==> config.mk <==
export PLATFORM = sky130hd
export DESIGN_NAME = standard_pwm_generator
export DESIGN_NICKNAME = d
export VERILOG_FILES = /design/src/verilog/pwm_pkg.sv /design/src/verilog/timer_if.sv /design/src/verilog/period_timer.sv /design/src/verilog/standard_pwm_generator.sv
export VERILOG_INCLUDE_DIRS = /design/src /design/src/verilog
export SDC_FILE = /design/constraint.sdc
export NUM_CORES = 1
export LEC_CHECK = 0
export BUFFER_PORTS_ARGS = -buffer_cell sky130_fd_sc_hd__buf_2
export CAP_MARGIN = 20
export CORE_UTILIZATION = 47
export CTS_CLUSTER_SIZE = 10
export DETAILED_ROUTE_END_ITERATION = 7
export PLACE_DENSITY = 0.74
export SLEW_MARGIN = 20
export SYNTH_ARGS = -nofsm -noshare
export SYNTH_HDL_FRONTEND = slang
export SYNTH_SLANG_ARGS = --single-unit
==> constraint.sdc <==
create_clock -name i_sys_clk -period 3.44 [get_ports i_sys_clk]
set_input_delay 0.344 -clock i_sys_clk [delete_from_list [all_inputs] [get_ports i_sys_clk]]
set_output_delay 0.344 -clock i_sys_clk [all_outputs]
set_load 0.03 [all_outputs]
==> src/verilog/pwm_regs.svh <==
// register offsets, field positions, reset values and timing counts
// Operation
// - duty is ten bits: high byte plus two
// - timer clears on increment after period match
// - output set at period start unless duty zero
// - high duty bits copied to buffer at boundary
// - duty writes allowed anytime, used next period
// - duty buffer read-only while in pwm mode
// - time base: count plus clock phase/prescaler bits
// - output cleared when time base equals duty
// - two low duty bits latched at boundary
// - period is (limit+1) times 4 times prescale
// - postscaler ignored for pwm period
// - timer-select field picks one of three timers
// - prescale factors 1, 4 and 16
// - duty beyond period never clears output
// - full resolution only with limit 255
// - frozen state and output while asleep
// - reset restores registers, pin becomes input
// - timer flag set on each period match
// - cleared mode register releases the pin
`ifndef PWM_REGS_SVH
`define PWM_REGS_SVH

// block-level registers (byte addresses)
`define OFS_MODE_CTRL    8'h00
`define OFS_TIMER_SEL    8'h01
`define OFS_DUTY_HIGH    8'h02
`define OFS_DUTY_BUF     8'h03
`define OFS_PIN_DIR      8'h04
// period timers: base + 4 * timer index + register index
`define TMR_BASE_HI      4'h1
`define TMR_IDX_LIMIT    2'h0
`define TMR_IDX_CTRL     2'h1
`define TMR_IDX_COUNT    2'h2
`define TMR_IDX_FLAG     2'h3

// field positions
`define MODE_FIELD_HI    3
`define MODE_FIELD_LO    0
`define DUTY_LSB_HI      5
`define DUTY_LSB_LO      4
`define TSEL_HI          1
`define TSEL_LO          0
`define TCTL_PSC_HI      1
`define TCTL_PSC_LO      0
`define TCTL_RUN         2
`define TCTL_CTRL_MASK   8'h7F
`define PWM_MODE_KEY     2'b11

// reset values
`define RST_MODE_CTRL    8'h00
`define RST_TIMER_SEL    8'h00
`define RST_DUTY         8'h00
`define RST_PIN_DIR      1'b1
`define RST_LIMIT        8'hFF
`define RST_TCTL         8'h00
`define RST_COUNT        8'h00

// prescaler end counts: 4 clock phases times the prescale factor, less one
`define PSC_TOP_1        6'h03
`define PSC_TOP_4        6'h0F
`define PSC_TOP_16       6'h3F

`endif

==> src/verilog/pwm_pkg.sv <==
// types shared by the pwm generator and its period timers
package pwm_pkg;

	typedef logic [7:0] byte_t;

	typedef enum logic [1:0] {
		PSC_DIV1  = 2'b00,
		PSC_DIV4  = 2'b01,
		PSC_DIV16 = 2'b10,
		PSC_DIVX  = 2'b11
	} prescale_t;

	typedef enum logic [1:0] {
		TSEL_T0 = 2'b00,
		TSEL_T1 = 2'b01,
		TSEL_T2 = 2'b10,
		TSEL_RS = 2'b11
	} timer_choice_t;

endpackage : pwm_pkg

==> src/verilog/timer_if.sv <==
// link between the generator's register file and one period timer
`timescale 1ns/1ps
`default_nettype none
interface timer_if;
	import pwm_pkg::*;
	byte_t     limit;
	logic      run;
	prescale_t psc;
	logic      cnt_we;
	byte_t     cnt_wd;
	byte_t     count;
	logic [1:0] sub;
	logic      wrap;

	modport tmr (input limit, run, psc, cnt_we, cnt_wd,
		output count, sub, wrap);
	modport ctl (output limit, run, psc, cnt_we, cnt_wd,
		input count, sub, wrap);
endinterface : timer_if
`default_nettype wire

==> src/verilog/period_timer.sv <==
// one 8-bit period timer with clock-phase counter and prescaler
`timescale 1ns/1ps
`default_nettype none
`include "pwm_regs.svh"
module period_timer
	import pwm_pkg::*;
(
	input  wire logic i_sys_clk, // system clock
	input  wire logic i_sys_rst, // synchronous reset, high
	input  wire logic i_ce,      // clock enable, low freezes
	timer_if.tmr      bus        // control in, count out
);
	logic [5:0] psc_r;
	byte_t      count_r;
	logic [5:0] psc_top;
	logic       step;

	// four phases per timer tick, times prescale
	assign psc_top = (bus.psc == PSC_DIV1) ? `PSC_TOP_1 :
		(bus.psc == PSC_DIV4) ? `PSC_TOP_4 : `PSC_TOP_16;
	assign step = i_ce && bus.run && (psc_r == psc_top);
	// wrap marks the increment that clears the count
	assign bus.wrap  = step && (count_r == bus.limit);
	assign bus.count = count_r;
	// low time-base bits: clock phase at 1:1, else prescaler top
	assign bus.sub = (bus.psc == PSC_DIV1) ? psc_r[1:0] :
		(bus.psc == PSC_DIV4) ? psc_r[3:2] : psc_r[5:4];

	always_ff @(posedge i_sys_clk) begin
		if (i_sys_rst) begin
			psc_r   <= 6'h00;
			count_r <= `RST_COUNT;
		end else if (i_ce) begin
			if (bus.cnt_we) begin
				count_r <= bus.cnt_wd;
				psc_r   <= 6'h00;
			end else if (bus.run) begin
				psc_r <= step ? 6'h00 : psc_r + 6'h01;
				if (bus.wrap)
					count_r <= `RST_COUNT;
				else if (step)
					count_r <= count_r + 8'h01;
			end
		end
	end
endmodule : period_timer
`default_nettype wire

==> src/verilog/standard_pwm_generator.sv <==
// standard single-output pwm generator with three period timers
`timescale 1ns/1ps
`default_nettype none
`include "pwm_regs.svh"
module standard_pwm_generator
	import pwm_pkg::*;
#(
	parameter int N_TIMERS = 3       // selectable period timers
)(
	input  wire logic       i_sys_clk,  // system clock, 50 MHz
	input  wire logic       i_sys_rst,  // synchronous reset, high
	input  wire logic       i_ce,       // clock enable, low = sleep
	input  wire logic [7:0] i_addr,     // register byte address
	input  wire logic [7:0] i_wr_data,  // write data
	input  wire logic       i_wr_en,    // write strobe
	input  wire logic       i_rd_en,    // read strobe
	output logic      [7:0] o_rd_data,  // read data, cycle after strobe
	output logic            o_pwm_out,  // pwm output pin level
	output logic            o_pwm_oe    // pwm pin output enable
);
	// ---------------- registers ----------------
	byte_t      mode_r;      // pwm_mode_control
	byte_t      tsel_r;      // pwm_timer_select
	byte_t      duty_high_r; // duty_high_bits
	byte_t      duty_buf_r;  // duty_buffer
	logic [1:0] lat_r;       // hidden duty low-bit latch
	logic       dir_r;       // pin_direction_bit, 1 = input
	logic       out_r;
	logic       oe_r;
	logic       start_r;     // first cycle of a new period
	byte_t      rd_r;

	byte_t      limit_r [N_TIMERS];
	byte_t      tctl_r  [N_TIMERS];
	logic       flag_r  [N_TIMERS];

	// ---------------- decode ----------------
	wire logic       hit_mode  = (i_addr == `OFS_MODE_CTRL);
	wire logic       hit_tsel  = (i_addr == `OFS_TIMER_SEL);
	wire logic       hit_dhigh = (i_addr == `OFS_DUTY_HIGH);
	wire logic       hit_dbuf  = (i_addr == `OFS_DUTY_BUF);
	wire logic       hit_dir   = (i_addr == `OFS_PIN_DIR);
	wire logic       hit_tmr   = (i_addr[7:4] == `TMR_BASE_HI);
	wire logic [1:0] tmr_num   = i_addr[3:2];
	wire logic [1:0] tmr_idx   = i_addr[1:0];

	wire logic wr = i_wr_en && i_ce;
	wire logic rd = i_rd_en && i_ce;

	// pwm mode lives in the upper pair of the mode field
	wire logic pwm_mode =
		(mode_r[`MODE_FIELD_HI:`MODE_FIELD_HI-1] == `PWM_MODE_KEY);

	// ---------------- timers ----------------
	timer_if tif [N_TIMERS] ();

	logic [N_TIMERS-1:0] wrap_v;
	byte_t               cnt_v [N_TIMERS];
	logic [1:0]          sub_v [N_TIMERS];
	logic [N_TIMERS-1:0] thit_v;

	genvar g;
	generate
		for (g = 0; g < N_TIMERS; g++) begin : g_tmr
			assign thit_v[g] = hit_tmr && (tmr_num == 2'(g));
			assign tif[g].limit  = limit_r[g];
			assign tif[g].run    = tctl_r[g][`TCTL_RUN];
			// postscale bits are stored but never reach the timer
			assign tif[g].psc    =
				prescale_t'(tctl_r[g][`TCTL_PSC_HI:`TCTL_PSC_LO]);
			assign tif[g].cnt_we = wr && thit_v[g] &&
				(tmr_idx == `TMR_IDX_COUNT);
			assign tif[g].cnt_wd = i_wr_data;
			assign wrap_v[g]     = tif[g].wrap;
			assign cnt_v[g]      = tif[g].count;
			assign sub_v[g]      = tif[g].sub;

			period_timer u_tmr (
				.i_sys_clk (i_sys_clk),
				.i_sys_rst (i_sys_rst),
				.i_ce      (i_ce),
				.bus       (tif[g].tmr)
			);

			wire logic wr_lim  = wr && thit_v[g] &&
				(tmr_idx == `TMR_IDX_LIMIT);
			wire logic wr_ctl  = wr && thit_v[g] &&
				(tmr_idx == `TMR_IDX_CTRL);
			wire logic wr_flag = wr && thit_v[g] &&
				(tmr_idx == `TMR_IDX_FLAG);

			always_ff @(posedge i_sys_clk) begin
				if (i_sys_rst) begin
					limit_r[g] <= `RST_LIMIT;
					tctl_r[g]  <= `RST_TCTL;
					flag_r[g]  <= 1'b0;
				end else if (i_ce) begin
					if (wr_lim)
						limit_r[g] <= i_wr_data;
					if (wr_ctl)
						tctl_r[g] <= i_wr_data & `TCTL_CTRL_MASK;
					// a period match beats a same-cycle software clear
					if (wrap_v[g])
						flag_r[g] <= 1'b1;
					else if (wr_flag)
						flag_r[g] <= i_wr_data[0];
				end
			end
		end
	endgenerate

	// ---------------- timer selection ----------------
	// the reserved code falls back to the first timer
	wire timer_choice_t tchoice =
		timer_choice_t'(tsel_r[`TSEL_HI:`TSEL_LO]);
	wire logic [1:0] sel = (tchoice == TSEL_RS) ? 2'h0 : tchoice;

	wire logic       sel_wrap = wrap_v[sel];
	// ten-bit time base: count on top, two sub bits below
	wire logic [9:0] tbase    = {cnt_v[sel], sub_v[sel]};

	// ---------------- duty path ----------------
	wire logic [1:0] duty_lsb = mode_r[`DUTY_LSB_HI:`DUTY_LSB_LO];
	wire logic [9:0] duty_new = {duty_high_r, duty_lsb};
	wire logic [9:0] duty_cur = {duty_buf_r, lat_r};
	// with a short period the upper duty values are never reached,
	// which is why resolution shrinks below a limit of 255
	wire logic       cmp_hit  = (tbase == duty_cur);
	wire logic       load_buf = pwm_mode && sel_wrap;

	// the set is taken on the first cycle of the period, like the clear
	// on the first cycle of the matching step, so both lag by one clock
	// and the high time is exactly duty steps; set wins a same-cycle hit
	wire logic out_nxt =
		!pwm_mode ? 1'b0 :
		start_r   ? (duty_cur != 10'h000) :
		cmp_hit   ? 1'b0 :
		out_r;
	// the pin is driven only in pwm mode with its direction bit low
	wire logic oe_nxt = pwm_mode && !dir_r;

	// ---------------- read selection ----------------
	wire byte_t tmr_rd_limit = limit_r[tmr_num];
	wire byte_t tmr_rd_ctl   = tctl_r[tmr_num];
	wire byte_t tmr_rd_cnt   = cnt_v[tmr_num];
	wire byte_t tmr_rd_flag  = {7'h00, flag_r[tmr_num]};
	wire logic  tmr_ok       = hit_tmr && (tmr_num < 2'(N_TIMERS));

	wire byte_t tmr_rd =
		(tmr_idx == `TMR_IDX_LIMIT) ? tmr_rd_limit :
		(tmr_idx == `TMR_IDX_CTRL)  ? tmr_rd_ctl   :
		(tmr_idx == `TMR_IDX_COUNT) ? tmr_rd_cnt   : tmr_rd_flag;

	// unmapped addresses read as zero
	wire byte_t rd_val =
		hit_mode  ? mode_r      :
		hit_tsel  ? tsel_r      :
		hit_dhigh ? duty_high_r :
		hit_dbuf  ? duty_buf_r  :
		hit_dir   ? {7'h00, dir_r} :
		tmr_ok    ? tmr_rd      : 8'h00;

	// ---------------- block registers ----------------
	always_ff @(posedge i_sys_clk) begin
		if (i_sys_rst) begin
			mode_r      <= `RST_MODE_CTRL;
			tsel_r      <= `RST_TIMER_SEL;
			duty_high_r <= `RST_DUTY;
			dir_r       <= `RST_PIN_DIR;
		end else if (i_ce) begin
			// duty writes land at any time; the buffer isolates them
			if (wr && hit_mode)
				mode_r <= i_wr_data;
			if (wr && hit_tsel)
				tsel_r <= i_wr_data;
			if (wr && hit_dhigh)
				duty_high_r <= i_wr_data;
			if (wr && hit_dir)
				dir_r <= i_wr_data[0];
		end
	end

	always_ff @(posedge i_sys_clk) begin
		if (i_sys_rst) begin
			duty_buf_r <= `RST_DUTY;
			lat_r      <= 2'b00;
		end else if (i_ce) begin
			if (load_buf) begin
				duty_buf_r <= duty_high_r;
				lat_r      <= duty_lsb;
			end else if (wr && hit_dbuf && !pwm_mode) begin
				// software may only touch the buffer outside pwm mode
				duty_buf_r <= i_wr_data;
			end
		end
	end

	always_ff @(posedge i_sys_clk) begin
		if (i_sys_rst) begin
			out_r   <= 1'b0;
			oe_r    <= 1'b0;
			start_r <= 1'b0;
		end else if (i_ce) begin
			out_r   <= out_nxt;
			oe_r    <= oe_nxt;
			start_r <= sel_wrap;
		end
	end

	// read data stands one cycle, zero otherwise
	always_ff @(posedge i_sys_clk) begin
		if (i_sys_rst)
			rd_r <= 8'h00;
		else
			rd_r <= rd ? rd_val : 8'h00;
	end

	assign o_rd_data = rd_r;
	assign o_pwm_out = out_r;
	assign o_pwm_oe  = oe_r;

endmodule : standard_pwm_generator
`default_nettype wire

== After elaboration in Yosys (flattened, before gate mapping) ==
Memories as Yosys holds them, arrays and structs flattened.
Cells that the tools add are included.
Operators by class
  muxes and demuxes: 124
  magnitude comparators: 4
  equality and inequality tests: 23
  reductions and logical operators: 68
  add/subtract/negate cells: 6
  bitwise gates (word level): 15
Operators by type and width (count)
  $mux 8: 30
  $mux 6: 15
  $mux 1: 63
  $logic_and 1x1->1: 38
  $bmux 8 s2: 2
  $add 8x1->8 const B: 3
  $eq 8x8->1: 3
  $mux 7: 3
  $reduce_and 2->1: 10
  $add 6x1->6 const B: 3
  $eq 6x6->1: 3
  $mux 2: 9
  $eq 8x2->1 const B: 2
  $or 1x1->1: 12
  $eq 10x10->1: 1
  $eq 2x1->1 const B: 5
  $eq 2x2->1 const B: 5
  $logic_not 2->1: 5
  $reduce_bool 10->1: 1
  $reduce_and 3->1: 3
  $reduce_bool 3->1: 3
  $eq 8x1->1 const B: 1
  $eq 8x3->1 const B: 1
  $logic_not 8->1: 1
  12 further kinds: 18
Word-level totals
  bits in writable memories: 48
  word-level logic and storage cells: 259
  register bits after elaboration: 88
  output and inout port bits: 10
  memories: 3
Memory list
  limit_r: depth 3, bits a word 8, read ports 4, clocked after Yosys merged registers in 0, wr ports 3, RTL line standard_pwm_generator.sv:33  | byte_t limit_r [N_TIMERS];
  tctl_r: depth 3, bits a word 7, read ports 4, clocked after Yosys merged registers in 0, wr ports 3, RTL line standard_pwm_generator.sv:34  | byte_t tctl_r [N_TIMERS];
  flag_r: depth 3, bits a word 1, read ports 1, clocked after Yosys merged registers in 0, wr ports 3, RTL line standard_pwm_generator.sv:35  | logic flag_r [N_TIMERS];

== Longest topological paths before layout ==
  word-level depth: 13
  depth in mapped cells: 9
  gate-level depth less buffers: 7

== Modules after synthesis ==
Synthesis repeated with hierarchy kept, for this count alone.
Unflattened totals
  cells, all modules: 853
  area total of the unflattened synthesis: 7916.3 um^2
By module, submodules not included
  standard_pwm_generator: times used 1, cells an instance 517, area each 5180.0 um^2, seq. area each 2362.3 um^2
  period_timer: times used 3, cells an instance 112, area each 912.1 um^2, seq. area each 280.3 um^2

== Least setup slack after synthesis ==
Ideal clock, no wire load.
  path kind: register to register
  start: memory tctl_r[0][0] in the netlist's numbering
  end: register duty_buf_r[0]
  stages on the path, launching flop included: 8
  path buffers: 1
  required time: 3312 ps
  setup time: 128 ps
  arrival time: 2173 ps
  setup slack: 1140 ps
  cells stage by stage: edfxtp_1 > or4_1 > a221o_1 > a2111oi_2 > o311ai_1 > buf_4 > mux2i_1 > nor2_1
RTL lines
  start, declared: RTL line standard_pwm_generator.sv:34
  end signal, assigned: RTL line standard_pwm_generator.sv:185  | duty_buf_r <= `RST_DUTY;
  end signal, assigned: RTL line standard_pwm_generator.sv:189  | duty_buf_r <= duty_high_r;
  end signal, assigned: RTL line standard_pwm_generator.sv:193  | duty_buf_r <= i_wr_data;
  end, declared: RTL line standard_pwm_generator.sv:25  | byte_t duty_buf_r;

==> reports/summary.log <==
INFO  run_status     run_status=completed
INFO  synthesis      synthTopCellsByCount=117 x nor2_1, 88 x dfxtp_1, 76 x mux2i_1, 54 x nand2_1, 48 x edfxtp_1
INFO  global_route   grt_max_degree=32
INFO  die            initial_utilization=0.485
INFO  timing         fmax=362MHz
INFO  synthesis      async_reset_ff_frac=0
INFO  synthesis      yosysSeqAreaShare=0.413
INFO  clock_network  clock_transition_at_the_registers_of_the_reported_paths=60ps
INFO  layout         fillCellCount=1428
INFO  drt            totalWireLength=23.1mm
INFO  layout         diodes_inserted=0
INFO  setup_path     startpoint_type=flip-flop
INFO  die            design.core.area=0.0160mm2
INFO  timing         hold_violations=0
INFO  setup_path     critPathSlowestCell=nor4_1
INFO  synthesis      post_synth_instance_area=0.00775mm2
INFO  clock_network  post-cts-setup-buffers=0
INFO  layout         nets=904
INFO  setup_path     timing.setup.critical_path_class=flip-flop to flip-flop
INFO  synthesis      synth-main-ff-cell=dfxtp_1
INFO  drt            drt-vias-per-instance=6.17
INFO  clock_network  clockBufferDepth=2
INFO  drt            first_iter_violations=773
INFO  setup_path     worst_path_arrival_time=3080ps
INFO  timing         time_the_worst_path_needs_with_i_o_delays_and_setup=2760ps
INFO  setup_path     max_stage_delay=660ps
INFO  placed_design  gp_congestion=0.975
INFO  clock_network  worst_skew_pair.late_latency=440ps
INFO  clock_network  cts.repair.resized=0
INFO  timing         maxSlewHeadroom=0.400
INFO  placed_design  place.port_buffers=30
INFO  clock_network  cts.sinks=136
INFO  global_route   wire_length_of_the_first_global_routing_pass=35.1mm
INFO  placed_design  place_hpwl=15.6mm
INFO  timing         timing.final.ws_setup=680ps
INFO  die            dieArea=0.0170mm2
INFO  drt            ant_nets=0
INFO  pwr            p_per_area=442mW/mm2
INFO  pwr            leakagePower=3.35nW
INFO  die            die_x=130um
INFO  synthesis      share_of_the_synthesized_area_in_the_top_cell_type=0.227
INFO  global_route   globalRouteTotalUtil=0.282
INFO  clock_network  cts_hold_fix_bufs=0
INFO  synthesis      yosysMostFrequentCell=nor2_1
INFO  timing         slew_viol_final=0
INFO  die            die_y=130um
INFO  synthesis      flop_and_latch_count_out_of_synthesis=136
INFO  clock_network  cts-buffers-inserted=17
INFO  synthesis      syn_nets=886
INFO  timing         final.setup.tns=0ps
INFO  timing         setup_viol=0
INFO  setup_path     cp.required=3760ps
INFO  global_route   number_of_antenna_violations_at_the_first_check_in_global_routing=0
INFO  clock_network  ctsHtreeMaxLevel=4
INFO  timing         layout_worst_path_cycle_share=0.802
INFO  setup_path     crit_path_capture_type=flip-flop
INFO  job            cap_violations=0
INFO  synthesis      avgSynthCellArea=9.03um2
INFO  setup_path     critical_path_cell_sequence=or4_1, a221o_1, nor4_1, o311ai_2, buf_4, mux2i_1, nor2_1
INFO  placed_design  place_worst_setup_slack=745ps
INFO  synthesis      syn_inst=859
INFO  global_route   grt_pass1_vias=6102
INFO  drt            wl_cell=20.9um
INFO  timing         clock_skew=11.0ps
INFO  pwr            ir_worst_vdd=298uV
INFO  setup_path     cp.buffers_inverters=1
INFO  drt            via_count=6819
INFO  clock_network  tritoncts=built
INFO  die            std_cell_rows=46
INFO  timing         setup_repair_after_global_routing_missed_its_margin=no
INFO  min_path       hold_class=input port to flip-flop
INFO  synthesis      biggest_area_contributors_in_the_synthesized_netlist=dfxtp_1 23%, edfxtp_1 19%, mux2i_1 9.8%, nor2_1 5.7%, xnor2_1 3.7%
INFO  timing         worstMarginPinSlew=899ps
INFO  drt            drt_pass1_iterations=5
INFO  layout         share_of_layout_cells_above_drive_strength_1=0.156
INFO  clock_network  clk_root_buffer_cell=clkbuf_16
INFO  layout         area_growth=13.1%
INFO  drt            detail_route.drc_violations=0
INFO  synthesis      yosysWarnings=0
INFO  setup_path     critPathTopFamily=simple AND/OR/NAND/NOR gates
INFO  synthesis      synth_largest_area_cell=dfxtp_1
INFO  global_route   grt_overflow=0
INFO  die            boundaryPins=31
INFO  setup_path     path_max_fanout=10
INFO  synthesis      post_synth_edffs=48
INFO  synthesis      synthDistinctLibCells=57
[worst reg2reg max path: stages (launching register included)]
cell      delay, ps
edfxtp_1        470
or4_1           490
a221o_1         390
nor4_1          660
o311ai_2        160
buf_4           230
mux2i_1         190
nor2_1           50
[final timing paths]
| kind | slack [ps] | startpoint | end | depth (start not counted) |
|---|---|---|---|---|
| hold reg to reg | 450 | mode_r[1]$_SDFFE_PP0P_ | mode_r[1]$_SDFFE_PP0P_ | 2 |
| setup reg to reg | 680 | tctl_r[2][0]$_SDFFCE_PN0P_ | duty_buf_r[5]$_SDFFE_PP0P_ | 7 |
| setup / recovery | 680 | tctl_r[2][0]$_SDFFCE_PN0P_ | duty_buf_r[5]$_SDFFE_PP0P_ | 7 |
| hold / removal | 360 | i_wr_data[3] | mode_r[3]$_SDFFE_PP0P_ | 3 |
[power breakdown]
group	switching [mW]	internal (mW)	total (mW)
Sequential	0.0324	1.70	1.73
Combinational	0.175	0.0827	0.258
Clock	0.723	1.16	1.89
Total	0.930	2.94	3.87
[stage by stage]
stage                     cells   util  hold slack, ps  instance area [um2]  power [mW]
final                      1106  0.548             363                 8770        3.87
after global routing       1106  0.548             352                 8770        3.97
after CTS                  1106  0.548             330                 8770        3.87
after detailed placement   1074  0.510             448                 8160        2.01
after global placement     1074  0.510             441                 8160        2.01
after floorplan             859      -             433                 7750        1.91
[cell usage in the layout (no fill, tap or decap), types with 21 or more instances in the layout]
master     count
o21ai_0       43
xnor2_1       33
a21oi_1       42
dfxtp_1       88
mux2i_1       76
edfxtp_1      48
nor2_1       117
nand2_1       54
buf_4         29
or2_2         26
clkbuf_16     21
and2_1        22
buf_2         30
[per-layer routing]
layer / part of all wire / global-route usage / vias up
li1: - / - / 3156
met1: 0.42 / 0.381 / 3250
met2: 0.45 / 0.423 / 341
met3: 0.087 / 0.0590 / 72
met4: 0.043 / 0.158 / 0
met5: 0 / 0 / -
[cell families after synthesis]
| group | count (synthesis) | synth area share |
|---|---|---|
| adder cells (fa/ha/maj) | 6 | 0.00968 |
| AND/OR/NAND/NOR | 351 | 0.232 |
| XOR/XNOR | 49 | 0.0553 |
| buffers and inverters | 65 | 0.0334 |
| flip-flops | 136 | 0.413 |
| AO/OA/AOI/OAI | 165 | 0.140 |
| multiplexers | 87 | 0.117 |
[final cells by class]
type                            count  area, um2  area share
Clock buffer                       23        533      0.0607
Clock inverter                      9       81.3     0.00927
Inverter                            5       18.8     0.00214
Multi-Input combinational cell    658       4300       0.490
Sequential cell                   136       3200       0.365
Tap cell                          216        270      0.0308
Timing Repair Buffer               59        368      0.0419
[sequential cells by signal (all words and copies together), names as in the netlist]
name                   count
g_tmr.u_tmr.bus.count     24
limit_r                   24
tctl_r                    21
g_tmr.u_tmr.psc_r         18
duty_buf_r                 8
duty_high_r                8
mode_r                     8
o_rd_data                  8
tsel_r                     8
flag_r                     3
lat_r                      2
dir_r                      1
o_pwm_oe                   1
o_pwm_out                  1
start_r                    1
Power figures use the tool's default switching activity.
